**config.mk**
```make
export PLATFORM = sky130hd
export DESIGN_NAME = serial_receive_message_framer
export DESIGN_NICKNAME = d
export VERILOG_FILES = /design/src/rx_framer_pkg.sv /design/src/serial_receive_message_framer.sv
export SDC_FILE = /design/constraint.sdc
export NUM_CORES = 2
export LEC_CHECK = 0
export BUFFER_PORTS_ARGS = -buffer_cell sky130_fd_sc_hd__buf_2
export CORE_MARGIN = 2
export CORE_UTILIZATION = 45
export CTS_CLUSTER_SIZE = 16
export DETAILED_ROUTE_END_ITERATION = 10
export PLACE_DENSITY_LB_ADDON = 0.25
export SLEW_MARGIN = 20
export SYNTH_ARGS = -nofsm -noshare
export SYNTH_HDL_FRONTEND = slang
export SYNTH_SLANG_ARGS = --single-unit
```
**constraint.sdc**
```tcl
create_clock -name clk -period 5.37 [get_ports clk]
set_input_delay 1.074 -clock clk [delete_from_list [all_inputs] [get_ports clk]]
set_output_delay 1.074 -clock clk [all_outputs]
set_load 0.01 [all_outputs]
```
**src/rx_framer_pkg.sv**
```systemverilog
// Constants, register map and carrier types of the receive message framer
package rx_framer_pkg;

  // ----------------------------------------------------------------
  // Register bus
  // ----------------------------------------------------------------
  localparam int ADDR_W = 9;
  localparam logic [8:0] REG_STATUS = 9'h000;
  localparam logic [8:0] REG_CONTROL = 9'h001;
  localparam logic [8:0] REG_START_CHAR = 9'h002;
  localparam logic [8:0] REG_END_CHAR = 9'h003;
  localparam logic [8:0] REG_IDLE_HI = 9'h004;
  localparam logic [8:0] REG_IDLE_LO = 9'h005;
  localparam logic [8:0] REG_TIMEOUT_HI = 9'h006;
  localparam logic [8:0] REG_TIMEOUT_LO = 9'h007;
  localparam logic [8:0] REG_MAX_COUNT = 9'h008;
  localparam logic [8:0] REG_RX_CHAR = 9'h009;
  localparam logic [8:0] REG_RX_PARITY = 9'h00A;
  localparam logic [8:0] REG_COMMAND = 9'h00B;
  localparam logic [8:0] REG_RX_COUNT = 9'h00C;
  localparam logic [8:0] REG_MSG_BUF = 9'h100;
  localparam int CMD_RECEIVE_BIT = 0;
  localparam int PARITY_ERR_BIT = 0;

  // ----------------------------------------------------------------
  // Status byte layout and values
  // ----------------------------------------------------------------
  localparam int STS_N = 7;
  localparam int STS_R = 6;
  localparam int STS_E = 5;
  localparam int STS_T = 2;
  localparam int STS_C = 1;
  localparam int STS_P = 0;
  localparam logic [7:0] STATUS_RESET = 8'h80;
  localparam logic [7:0] STATUS_BUSY = 8'h00;
  localparam logic [7:0] BYTE_ZERO = 8'h00;
  localparam logic [15:0] MS_ZERO = 16'h0000;
  localparam logic [15:0] MS_MAX = 16'hFFFF;

  // ----------------------------------------------------------------
  // Event numbers
  // ----------------------------------------------------------------
  localparam logic [7:0] EVT_CHAR_P0 = 8'h08;
  localparam logic [7:0] EVT_CHAR_P1 = 8'h19;
  localparam logic [7:0] EVT_MSG_P0 = 8'h17;
  localparam logic [7:0] EVT_MSG_P1 = 8'h18;

  // ----------------------------------------------------------------
  // Timing and sizes
  // ----------------------------------------------------------------
  localparam int CLK_PERIOD_NS = 10;
  localparam int TICK_PERIOD_MS = 1;
  localparam int NS_PER_MS = 1000000;
  localparam int CYCLES_PER_MS = (TICK_PERIOD_MS * NS_PER_MS) / CLK_PERIOD_NS;
  localparam int MAX_CHARS = 255;
  localparam int BUF_DEPTH = MAX_CHARS + 1;

  // ----------------------------------------------------------------
  // Carriers
  // ----------------------------------------------------------------
  typedef struct packed {
    logic [7:0] data;
    logic parity_err;
    logic overrun;
    logic port;
  } rx_char_t;

  typedef struct packed {
    logic enable;
    logic use_start_char;
    logic use_end_char;
    logic use_idle;
    logic msg_timer;
    logic use_timeout;
    logic [1:0] rsvd;
  } rx_ctrl_t;

  typedef enum logic [1:0] {
    ST_OFF = 2'b00,
    ST_WAIT_IDLE = 2'b01,
    ST_WAIT_START = 2'b10,
    ST_RECV = 2'b11
  } rx_state_t;

endpackage

```
**src/serial_receive_message_framer.sv**
```systemverilog
// Receive message framer with shared per-character buffer and register port
//
// Chosen here: the address-and-strobe port and the register offsets.
`timescale 1ns/1ps
module serial_receive_message_framer #(
  parameter logic PORT_ID = 1'b0,
  parameter int TICK_CYCLES = rx_framer_pkg::CYCLES_PER_MS
) (
  input wire logic clk,
  input wire logic reset,
  input wire logic [rx_framer_pkg::ADDR_W-1:0] reg_addr,
  input wire logic [7:0] reg_wdata,
  input wire logic reg_wr,
  input wire logic reg_rd,
  output logic [7:0] reg_rdata,
  input wire logic rx_valid,
  input wire rx_framer_pkg::rx_char_t rx_char,
  output logic char_event,
  output logic [7:0] char_event_num,
  output logic msg_done,
  output logic [7:0] msg_event_num,
  output logic rx_active
);
  import rx_framer_pkg::*;

  // ----------------------------------------------------------------
  // Registers
  // ----------------------------------------------------------------
  rx_ctrl_t ctrl_q;
  logic [7:0] start_chr_q;
  logic [7:0] end_chr_q;
  logic [15:0] idle_q;
  logic [15:0] tmo_q;
  logic [7:0] maxc_q;
  logic [7:0] rx_buf_q;
  logic parity_q;
  logic [7:0] status_q;
  logic [7:0] count_q;
  rx_state_t state_q;
  logic [7:0] msg_buf [BUF_DEPTH];
  logic [31:0] div_q;
  logic tick_q;
  logic [15:0] idle_cnt_q;
  logic [15:0] tmo_cnt_q;
  logic [7:0] rdata_q;
  logic char_event_q;
  logic [7:0] char_event_num_q;
  logic msg_done_q;
  logic [7:0] msg_event_num_q;
  logic rx_active_q;

  logic op_go;
  logic my_char;
  logic good_char;
  logic bad_char;
  logic [7:0] count_inc;
  logic is_end_char;
  logic at_max;
  logic idle_done;
  logic tmo_done;

  assign op_go = reg_wr && (reg_addr == REG_COMMAND) && reg_wdata[CMD_RECEIVE_BIT];
  assign my_char = rx_valid && (rx_char.port == PORT_ID);
  assign bad_char = my_char && (rx_char.parity_err || rx_char.overrun);
  assign good_char = my_char && !bad_char;
  assign count_inc = count_q + 8'h01;
  assign is_end_char = ctrl_q.use_end_char && (rx_char.data == end_chr_q);
  assign at_max = (count_inc == maxc_q);
  assign idle_done = (idle_cnt_q >= idle_q);
  assign tmo_done = ctrl_q.use_timeout && (count_q != BYTE_ZERO) && (tmo_cnt_q > tmo_q);

  // ----------------------------------------------------------------
  // Register writes
  // ----------------------------------------------------------------
  always_ff @(posedge clk or posedge reset) begin
    if (reset) begin
      ctrl_q <= '0;
      start_chr_q <= BYTE_ZERO;
      end_chr_q <= BYTE_ZERO;
      idle_q <= MS_ZERO;
      tmo_q <= MS_ZERO;
      maxc_q <= BYTE_ZERO;
    end else if (reg_wr) begin
      if (reg_addr == REG_CONTROL) begin
        ctrl_q <= {reg_wdata[7:2], 2'b00};
      end else if (reg_addr == REG_START_CHAR) begin
        start_chr_q <= reg_wdata;
      end else if (reg_addr == REG_END_CHAR) begin
        end_chr_q <= reg_wdata;
      end else if (reg_addr == REG_IDLE_HI) begin
        idle_q[15:8] <= reg_wdata;
      end else if (reg_addr == REG_IDLE_LO) begin
        idle_q[7:0] <= reg_wdata;
      end else if (reg_addr == REG_TIMEOUT_HI) begin
        tmo_q[15:8] <= reg_wdata;
      end else if (reg_addr == REG_TIMEOUT_LO) begin
        tmo_q[7:0] <= reg_wdata;
      end else if (reg_addr == REG_MAX_COUNT) begin
        maxc_q <= reg_wdata;
      end
    end
  end

  // ----------------------------------------------------------------
  // Register reads, one cycle after the strobe
  // ----------------------------------------------------------------
  always_ff @(posedge clk or posedge reset) begin
    if (reset) begin
      rdata_q <= BYTE_ZERO;
    end else if (reg_rd) begin
      if (reg_addr == REG_STATUS) begin
        rdata_q <= status_q;
      end else if (reg_addr == REG_CONTROL) begin
        rdata_q <= ctrl_q;
      end else if (reg_addr == REG_START_CHAR) begin
        rdata_q <= start_chr_q;
      end else if (reg_addr == REG_END_CHAR) begin
        rdata_q <= end_chr_q;
      end else if (reg_addr == REG_IDLE_HI) begin
        rdata_q <= idle_q[15:8];
      end else if (reg_addr == REG_IDLE_LO) begin
        rdata_q <= idle_q[7:0];
      end else if (reg_addr == REG_TIMEOUT_HI) begin
        rdata_q <= tmo_q[15:8];
      end else if (reg_addr == REG_TIMEOUT_LO) begin
        rdata_q <= tmo_q[7:0];
      end else if (reg_addr == REG_MAX_COUNT) begin
        rdata_q <= maxc_q;
      end else if (reg_addr == REG_RX_CHAR) begin
        rdata_q <= rx_buf_q;
      end else if (reg_addr == REG_RX_PARITY) begin
        // Reserved bits of the parity byte read as zero
        rdata_q <= {7'h00, parity_q};
      end else if (reg_addr == REG_RX_COUNT) begin
        rdata_q <= count_q;
      end else if (reg_addr[8]) begin
        rdata_q <= msg_buf[reg_addr[7:0]];
      end else begin
        rdata_q <= BYTE_ZERO;
      end
    end else begin
      rdata_q <= BYTE_ZERO;
    end
  end

  // ----------------------------------------------------------------
  // Millisecond tick
  // ----------------------------------------------------------------
  always_ff @(posedge clk or posedge reset) begin
    if (reset) begin
      div_q <= 32'h00000000;
      tick_q <= 1'b0;
    end else if (div_q == 32'(TICK_CYCLES - 1)) begin
      div_q <= 32'h00000000;
      tick_q <= 1'b1;
    end else begin
      div_q <= div_q + 32'h00000001;
      tick_q <= 1'b0;
    end
  end

  // ----------------------------------------------------------------
  // Idle line and timeout counters, saturating
  // ----------------------------------------------------------------
  always_ff @(posedge clk or posedge reset) begin
    if (reset) begin
      idle_cnt_q <= MS_ZERO;
    end else if (my_char || op_go) begin
      idle_cnt_q <= MS_ZERO;
    end else if (tick_q && (idle_cnt_q != MS_MAX)) begin
      idle_cnt_q <= idle_cnt_q + 16'h0001;
    end
  end

  // Inter-character mode restarts on every character, message mode only on the first
  always_ff @(posedge clk or posedge reset) begin
    if (reset) begin
      tmo_cnt_q <= MS_ZERO;
    end else if (op_go || state_q != ST_RECV) begin
      tmo_cnt_q <= MS_ZERO;
    end else if (my_char && (count_q == BYTE_ZERO || !ctrl_q.msg_timer)) begin
      tmo_cnt_q <= MS_ZERO;
    end else if (tick_q && count_q != BYTE_ZERO && tmo_cnt_q != MS_MAX) begin
      tmo_cnt_q <= tmo_cnt_q + 16'h0001;
    end
  end

  // ----------------------------------------------------------------
  // Shared per-character buffer, loaded for either port
  // ----------------------------------------------------------------
  always_ff @(posedge clk or posedge reset) begin
    if (reset) begin
      rx_buf_q <= BYTE_ZERO;
      parity_q <= 1'b0;
      char_event_q <= 1'b0;
      char_event_num_q <= EVT_CHAR_P0;
    end else begin
      char_event_q <= rx_valid;
      if (rx_valid) begin
        // Data lands with the event pulse so a handler never sees stale bytes
        rx_buf_q <= rx_char.data;
        parity_q <= rx_char.parity_err;
        char_event_num_q <= rx_char.port ? EVT_CHAR_P1 : EVT_CHAR_P0;
      end
    end
  end

  // ----------------------------------------------------------------
  // Message store
  // ----------------------------------------------------------------
  always_ff @(posedge clk) begin
    if (good_char && (state_q == ST_RECV || (state_q == ST_WAIT_START && rx_char.data == start_chr_q))) begin
      msg_buf[count_q] <= rx_char.data;
    end
  end

  // ----------------------------------------------------------------
  // Framing state machine
  // ----------------------------------------------------------------
  always_ff @(posedge clk or posedge reset) begin
    if (reset) begin
      state_q <= ST_OFF;
      status_q <= STATUS_RESET;
      count_q <= BYTE_ZERO;
      msg_done_q <= 1'b0;
    end else begin
      msg_done_q <= 1'b0;
      if (op_go) begin
        msg_done_q <= !ctrl_q.enable || state_q != ST_OFF;
        if (!ctrl_q.enable) begin
          state_q <= ST_OFF;
          status_q <= 8'h01 << STS_N;
        end else if (!(ctrl_q.use_start_char || ctrl_q.use_idle) || maxc_q == BYTE_ZERO) begin
          state_q <= ST_OFF;
          status_q <= 8'h01 << STS_R;
        end else begin
          status_q <= STATUS_BUSY;
          count_q <= BYTE_ZERO;
          state_q <= ctrl_q.use_idle ? ST_WAIT_IDLE : ST_WAIT_START;
        end
      end else if (state_q != ST_OFF && bad_char) begin
        state_q <= ST_OFF;
        status_q <= 8'h01 << STS_P;
        msg_done_q <= 1'b1;
      end else begin
        case (state_q)
          ST_WAIT_IDLE: begin
            if (!my_char && idle_done) begin
              state_q <= ctrl_q.use_start_char ? ST_WAIT_START : ST_RECV;
            end
          end
          ST_WAIT_START: begin
            if (good_char && rx_char.data == start_chr_q) begin
              count_q <= count_inc;
              if (is_end_char || at_max) begin
                state_q <= ST_OFF;
                status_q <= {2'b00, is_end_char, 2'b00, 1'b0, at_max, 1'b0};
                msg_done_q <= 1'b1;
              end else begin
                state_q <= ST_RECV;
              end
            end else if (good_char && ctrl_q.use_idle) begin
              // Idle must precede the start character, so look for idle again
              state_q <= ST_WAIT_IDLE;
            end
          end
          ST_RECV: begin
            if (good_char) begin
              count_q <= count_inc;
              if (is_end_char || at_max) begin
                state_q <= ST_OFF;
                status_q <= {2'b00, is_end_char, 2'b00, 1'b0, at_max, 1'b0};
                msg_done_q <= 1'b1;
              end
            end else if (tmo_done) begin
              state_q <= ST_OFF;
              status_q <= 8'h01 << STS_T;
              msg_done_q <= 1'b1;
            end
          end
          default: begin
            state_q <= ST_OFF;
          end
        endcase
      end
    end
  end

  // ----------------------------------------------------------------
  // Event outputs
  // ----------------------------------------------------------------
  always_ff @(posedge clk or posedge reset) begin
    if (reset) begin
      msg_event_num_q <= PORT_ID ? EVT_MSG_P1 : EVT_MSG_P0;
      rx_active_q <= 1'b0;
    end else begin
      msg_event_num_q <= PORT_ID ? EVT_MSG_P1 : EVT_MSG_P0;
      rx_active_q <= (state_q != ST_OFF);
    end
  end

  assign reg_rdata = rdata_q;
  assign char_event = char_event_q;
  assign char_event_num = char_event_num_q;
  assign msg_done = msg_done_q;
  assign msg_event_num = msg_event_num_q;
  assign rx_active = rx_active_q;
endmodule

```
# ---- Word-level counts from Yosys, hierarchy flattened
# Memories as Yosys holds them, arrays and structs flattened.
# Cells that the tools add are included.
dict set report totals {
  mem_count 1
  output_inout_bits 27
  register_bits 173
  ram_bits 2048
}
dict set report classes {
  n_mux 61
  bitwise 8
  n_reduce_logical 52
  n_eq_ne 32
  magnitude_cmp 2
  addsub 4
}
# name words width read_ports rd_clocked_by_memory_dff write_ports line
set memory_table {}
lappend memory_table {msg_buf 256 8 1 0 1 serial_receive_message_framer.sv:40} ;# logic [7:0] msg_buf [BUF_DEPTH];
# op n
set op_table {}
lappend op_table {{two-way mux 8 bit} 27}
lappend op_table {{two-way mux 16 bit} 5}
lappend op_table {{equality test 9 x 4 -> 1 bit (second input constant)} 5}
lappend op_table {{equality test 9 x 3 -> 1 bit (second input constant)} 4}
lappend op_table {{adder 16 x 1 -> 16 bit (second input constant)} 2}
lappend op_table {{adder 32 x 1 -> 32 bit (second input constant)} 1}
lappend op_table {{equality test 32 x 17 -> 1 bit (second input constant)} 1}
lappend op_table {{two-way mux 32 bit} 1}
lappend op_table {{!= test 16 bit (second input constant)} 2}
lappend op_table {{one-hot mux 8 bit (2 select lines)} 2}
lappend op_table {{equality test 8 bit} 3}
lappend op_table {{two-way mux 2 bit} 12}
lappend op_table {{equality test 9 x 2 -> 1 bit (second input constant)} 2}
lappend op_table {{logical AND 1 bit} 18}
lappend op_table {{greater-or-equal comparator 16 bit} 1}
lappend op_table {{> comparator 16 bit} 1}
lappend op_table {{logical NOT 8 bit} 2}
lappend op_table {{AND reduction 6 bit} 2}
lappend op_table {{two-way mux 1 bit} 10}
lappend op_table {{equality test 9 x 1 -> 1 bit (second input constant)} 1}
lappend op_table {{logical NOT 9 bit} 1}
lappend op_table {{logical OR 1 bit} 9}
lappend op_table {{AND reduction 9 bit} 1}
lappend op_table {{adder 8 x 1 -> 8 bit (second input constant)} 1}
lappend op_table {{other kinds (26)} 45}

# ---- Logic depth before layout (Yosys ltp)
# An unclocked memory read counts as a cell.
dict set report logic_depth {
  depth_word 15
  depth_mapped 14
  ltp_nobuf 10
}

# ---- Worst setup path after synthesis
# Ideal clock, no wire load.
dict set report synth_path {
  path_type {input port to flip-flop}
  from {input rx_char[0] (netlist bit)}
  to {memory msg_buf[220][0], enable pin}
  path_stages 8
  t_required_ns 5.000
  path_buffers 1
  path_slack_ns 1.777
  arrival_ns 3.223
  cell_sequence {nor4b_1 -> nand3_1 -> nor4_1 -> a22o_1 -> and2_1 -> nand3_1 -> buf_2 -> nor2_1}
}
dict set report synth_between {
  elab_chain_len 8
}
# item line
set synth_rtl {}
lappend synth_rtl {{from (decl)} serial_receive_message_framer.sv:17} ;# input wire rx_framer_pkg::rx_char_t rx_char,
lappend synth_rtl {{NOT 1 bit (*)} serial_receive_message_framer.sv:63} ;# assign my_char = rx_valid && (rx_char.port == PORT_ID);
lappend synth_rtl {{logical AND 1 bit (*)} serial_receive_message_framer.sv:63}
lappend synth_rtl {{logical AND 1 bit} serial_receive_message_framer.sv:64} ;# assign bad_char = my_char && (rx_char.parity_err || rx_char.overrun);
lappend synth_rtl {{logical NOT 1 bit} serial_receive_message_framer.sv:65} ;# assign good_char = my_char && !bad_char;
lappend synth_rtl {{logical AND 1 bit (*)} serial_receive_message_framer.sv:65}
lappend synth_rtl {{logical AND 1 bit (*)} serial_receive_message_framer.sv:212} ;# if (good_char && (state_q == ST_RECV || (state_q == ST_WAIT_START && rx_char.data == start_chr_q))) begin
lappend synth_rtl {{two-way mux 1 bit (*)} serial_receive_message_framer.sv:212}
lappend synth_rtl {{two-way mux 1 bit (implied by the code) (*)} serial_receive_message_framer.sv:213} ;# msg_buf[count_q] <= rx_char.data;
lappend synth_rtl {{to (decl)} serial_receive_message_framer.sv:40}
# Every way passes the cells marked *; elsewhere a longest branch is shown, timed or not.

# ---- Worst setup path after layout
dict set report layout_path {
  from {input reg_addr[2] (netlist bit)}
  to {register rdata_q[4] (netlist: reg_rdata[4])}
}
dict set report layout_between {
  elab_chain_len 15
}
# item line
set layout_rtl {}
lappend layout_rtl {{from (decl)} serial_receive_message_framer.sv:11} ;# input wire logic [rx_framer_pkg::ADDR_W-1:0] reg_addr,
lappend layout_rtl {{memory (256 x 8 bit)} -}
lappend layout_rtl {{two-way mux 8 bit} serial_receive_message_framer.sv:136} ;# end else if (reg_addr[8]) begin
lappend layout_rtl {{two-way mux 8 bit} serial_receive_message_framer.sv:134} ;# end else if (reg_addr == REG_RX_COUNT) begin
lappend layout_rtl {{two-way mux 8 bit} serial_receive_message_framer.sv:131} ;# end else if (reg_addr == REG_RX_PARITY) begin
lappend layout_rtl {{two-way mux 8 bit} serial_receive_message_framer.sv:129} ;# end else if (reg_addr == REG_RX_CHAR) begin
lappend layout_rtl {{two-way mux 8 bit} serial_receive_message_framer.sv:127} ;# end else if (reg_addr == REG_MAX_COUNT) begin
lappend layout_rtl {{two-way mux 8 bit} serial_receive_message_framer.sv:125} ;# end else if (reg_addr == REG_TIMEOUT_LO) begin
lappend layout_rtl {{two-way mux 8 bit} serial_receive_message_framer.sv:123} ;# end else if (reg_addr == REG_TIMEOUT_HI) begin
lappend layout_rtl {{two-way mux 8 bit} serial_receive_message_framer.sv:121} ;# end else if (reg_addr == REG_IDLE_LO) begin
lappend layout_rtl {{two-way mux 8 bit} serial_receive_message_framer.sv:119} ;# end else if (reg_addr == REG_IDLE_HI) begin
lappend layout_rtl {{two-way mux 8 bit} serial_receive_message_framer.sv:117} ;# end else if (reg_addr == REG_END_CHAR) begin
lappend layout_rtl {{two-way mux 8 bit} serial_receive_message_framer.sv:115} ;# end else if (reg_addr == REG_START_CHAR) begin
lappend layout_rtl {{two-way mux 8 bit} serial_receive_message_framer.sv:113} ;# end else if (reg_addr == REG_CONTROL) begin
lappend layout_rtl {{two-way mux 8 bit (*)} serial_receive_message_framer.sv:111} ;# if (reg_addr == REG_STATUS) begin
lappend layout_rtl {{two-way mux 8 bit (*)} serial_receive_message_framer.sv:110} ;# end else if (reg_rd) begin
lappend layout_rtl {{to (signal assigned)} serial_receive_message_framer.sv:112} ;# rdata_q <= status_q;
lappend layout_rtl {{to (signal assigned)} serial_receive_message_framer.sv:114} ;# rdata_q <= ctrl_q;
lappend layout_rtl {{to (signal assigned)} serial_receive_message_framer.sv:116} ;# rdata_q <= start_chr_q;
lappend layout_rtl {{to (decl)} serial_receive_message_framer.sv:45} ;# logic [7:0] rdata_q;
# Marked as above.
# A chain may end at the register's enable or synchronous reset.

==> out/summary.txt <==
Final Non-Filler Cells - 7896
Hold Vio Cnt, Final - 0
# Max-Cap Violations - 0
final net count - 5135
Final HPWL DP - 160100 µm
minimum clock period - 4.541 ns
row cnt - 163
r2r endpoint - msg_buf[225][6]
Worst VDD drop - 0.3252 mV
total track usage - 25.18%
Reg2Reg Depth - 10
reg2reg start - start_chr_q[4]
unrepaired setup endpoints after global routing - no
pin count of the biggest net entering global routing - 160
Syn. warnings - 0
CTS clk-pin slew, worst paths - 0.06 ns
TritonCTS clock tree - yes
P_leak - 33.36 nW
max frequency - 220.2 MHz
clock tree buffer depth - 3
Cell Area, Synth - 88900 µm²
DR DRC count - 0
Resized Gates After CTS - 0
most common cell after layout, fill and taps aside - edfxtp_1
DIE AREA - 201100 µm²
Worst Skew - 0.04224 ns
syn_area_per_cell - 18.57 µm²
post-synthesis sequential area ratio - 73.85%
Remaining Overflow, GRT - 0
critical path endpoint category - flop
total CTS buffers - 219
Core Area - 196800 µm²
Syn Inst Count - 4787
global-route wire length before repair - 359100 µm
Slew HR - 21.56%
Worst Path Required - 6.15 ns
fraction of layout cells with a size suffix above 1 - 21.60%
H-Tree Depth - 4
Avg WL per Cell - 31.89 µm
DR iter-0 viols - 6696
crit path from - reg_addr[2]
status - finished, final reports clean
Chip Width - 448.5 µm
initial antenna violation count - 6
Final Max Tran Viols - 0
predominant post-synthesis flop cell - edfxtp_1
CP Data Arrival Time - 5.32 ns
Port-buffer cells - 45
endpoints failing setup - 0
WS Path Type - input port to flop
clk root buf - clkbuf_16
worst slack, placed - 0.1052 ns
# Post-CTS Setup Buffers - 0
GP Congestion - 0.9259
CTS Sinks - 2214
period utilization - 84.56%
worst skew pair latency - 0.87 ns
worst-path fanout max - 29
FFs w/ async S/R, synth - 7.498%
Hold Path Class - input port to asynchronous set/reset pin
Pwr Density - 357.3 nW/µm²
DRT Wirelength - 251800 µm
Via Count - 48.29k
FF-to-FF setup slack - 1.67 ns
top-area cell type share of the netlist area - 69.18%
P&R area growth vs syn - 13.26%
CP startpoint kind - input port
most frequent cells in the layout - edfxtp_1, mux4_2, nor2_1, mux2i_1, buf_4
Setup WS post-layout - 0.8292 ns
Die Y - 448.5 µm
Post-Place Cells - 7477
setup TNS - 0 ns
post-synthesis cell type count - 83
TritonRoute pass-1 iters - 6
Yosys reg bits - 2214
number of synthesized flops with an enable pin - 2048
IO Pins - 60
ANT nets after route - 0
vias in the first global route - 47.65k
Starting Density - 45.17%
hold buffers post-CTS - 0
Final Cell Area - 100700 µm²
area leader, netlist - edfxtp_1
placed instance area - 93490 µm²
Synth area leaders - edfxtp_1, mux4_2, dfrtp_1, mux2i_1, nor2_1
Slew @ Worst Pin - 1.160 ns
Vias per Instance - 6.116
==> layer usage <==
metal	wire, µm	track usage, %	vias up
met1	101700	35.60	25310
li1	-	-	19910
met3	22960	4.991	473
met5	11	0	-
met4	11300	10.15	2
met2	115800	38.57	2594
==> per-stage QoR <==
stage	hold WS [ns]	total power, mW	utilization [%]
6_report	0.3662	35.97	51.16
5_1_grt	0.4165	36.89	51.15
4_1_cts	0.3445	36.14	51.13
3_5_place_dp	0.4641	21.07	47.50
3_3_place_gp	0.4610	21.06	47.50
2_1_floorplan	0.4463	20.17	-
==> cells in the mapped netlist (6+ instances only) <==
| library cell | count |
|---|---|
| edfxtp_1 | 2048 |
| mux4_2 | 403 |
| nor2_1 | 344 |
| mux2i_1 | 288 |
| nand2_1 | 171 |
| dfrtp_1 | 165 |
| o21ai_0 | 114 |
| clkbuf_1 | 104 |
| a21oi_1 | 92 |
| o22ai_1 | 83 |
| buf_2 | 79 |
| a22oi_1 | 77 |
| a211oi_1 | 60 |
| inv_1 | 58 |
| nand3_1 | 55 |
| buf_4 | 51 |
| mux2_2 | 48 |
| buf_6 | 43 |
| ha_1 | 43 |
| xnor2_1 | 43 |
| a22o_1 | 30 |
| o221ai_1 | 30 |
| xor2_1 | 30 |
| nand4_1 | 26 |
| nor4_1 | 23 |
| nor3_1 | 22 |
| nor2b_1 | 19 |
| or3_1 | 18 |
| and3_1 | 17 |
| nand2b_1 | 16 |
| a221oi_1 | 15 |
| a2111oi_0 | 13 |
| a31oi_1 | 10 |
| buf_1 | 10 |
| a211o_1 | 9 |
| and2_1 | 9 |
| a21o_1 | 8 |
| o211ai_1 | 8 |
| and4_1 | 7 |
| o2bb2ai_1 | 7 |
| a221o_1 | 6 |
| or4_1 | 6 |
==> worst max-delay path, cell delays in order <==
cell and delay [ns]:
buf_4 0.51, nor2b_4 0.71, buf_12 0.28, buf_4 0.21, buf_4 0.27, a22oi_1 0.26, a31oi_1 0.39, a32oi_1 0.21
nor4b_1 1.05, nand3b_1 0.21
==> kinds of logic after synthesis <==
logic type	after synthesis	share of synthesized area, %
XOR/XNOR	74	0.7459
other	2	0.008448
buffers and inverters	347	2.180
AO/OA/AOI/OAI	608	4.649
flip-flops	2214	73.85
AND/OR/NAND/NOR	760	3.900
adder cells (fa/ha/maj)	43	0.6052
multiplexers	739	14.06
==> worst max path at each step <==
stage / endpoint / cells after the start
5_1_grt: reg_rdata[4] / 10
4_1_cts: reg_rdata[4] / 10
3_5_place_dp: reg_rdata[4] / 10
3_3_place_gp: reg_rdata[4] / 10
2_1_floorplan: msg_buf[220][0] / 8
6_report: reg_rdata[4] / 10
==> power by group <==
part | total [mW] | internal (mW) | switching, mW
sequential | 18.9 | 18.9 | 0.0312
clock | 15.2 | 8.64 | 6.61
combinational | 1.83 | 0.589 | 1.24
==> sequential cells by signal (all words and copies together), names as in the netlist, 2 cells and up <==
register	count
tmo_cnt_q	16
tmo_q	16
msg_buf	2048
count_q	8
end_chr_q	8
idle_q	16
ctrl_q	6
reg_rdata	8
rx_buf_q	8
maxc_q	8
div_q	32
status_q	8
start_chr_q	8
idle_cnt_q	16
state_q	2
==> final cells by class <==
type / instances / area [µm²]
clock buffers: 279 / 5807
multi-input cells: 2238 / 21460
diodes: 6 / 15.01
repair buffers: 328 / 2883
clock inverters: 133 / 1340
fillers: 15710 / 96120
well taps: 2640 / 3303
inverters: 58 / 221.5
flip-flops and latches: 2214 / 65650
No activity file was read; power rests on OpenSTA's default activity.
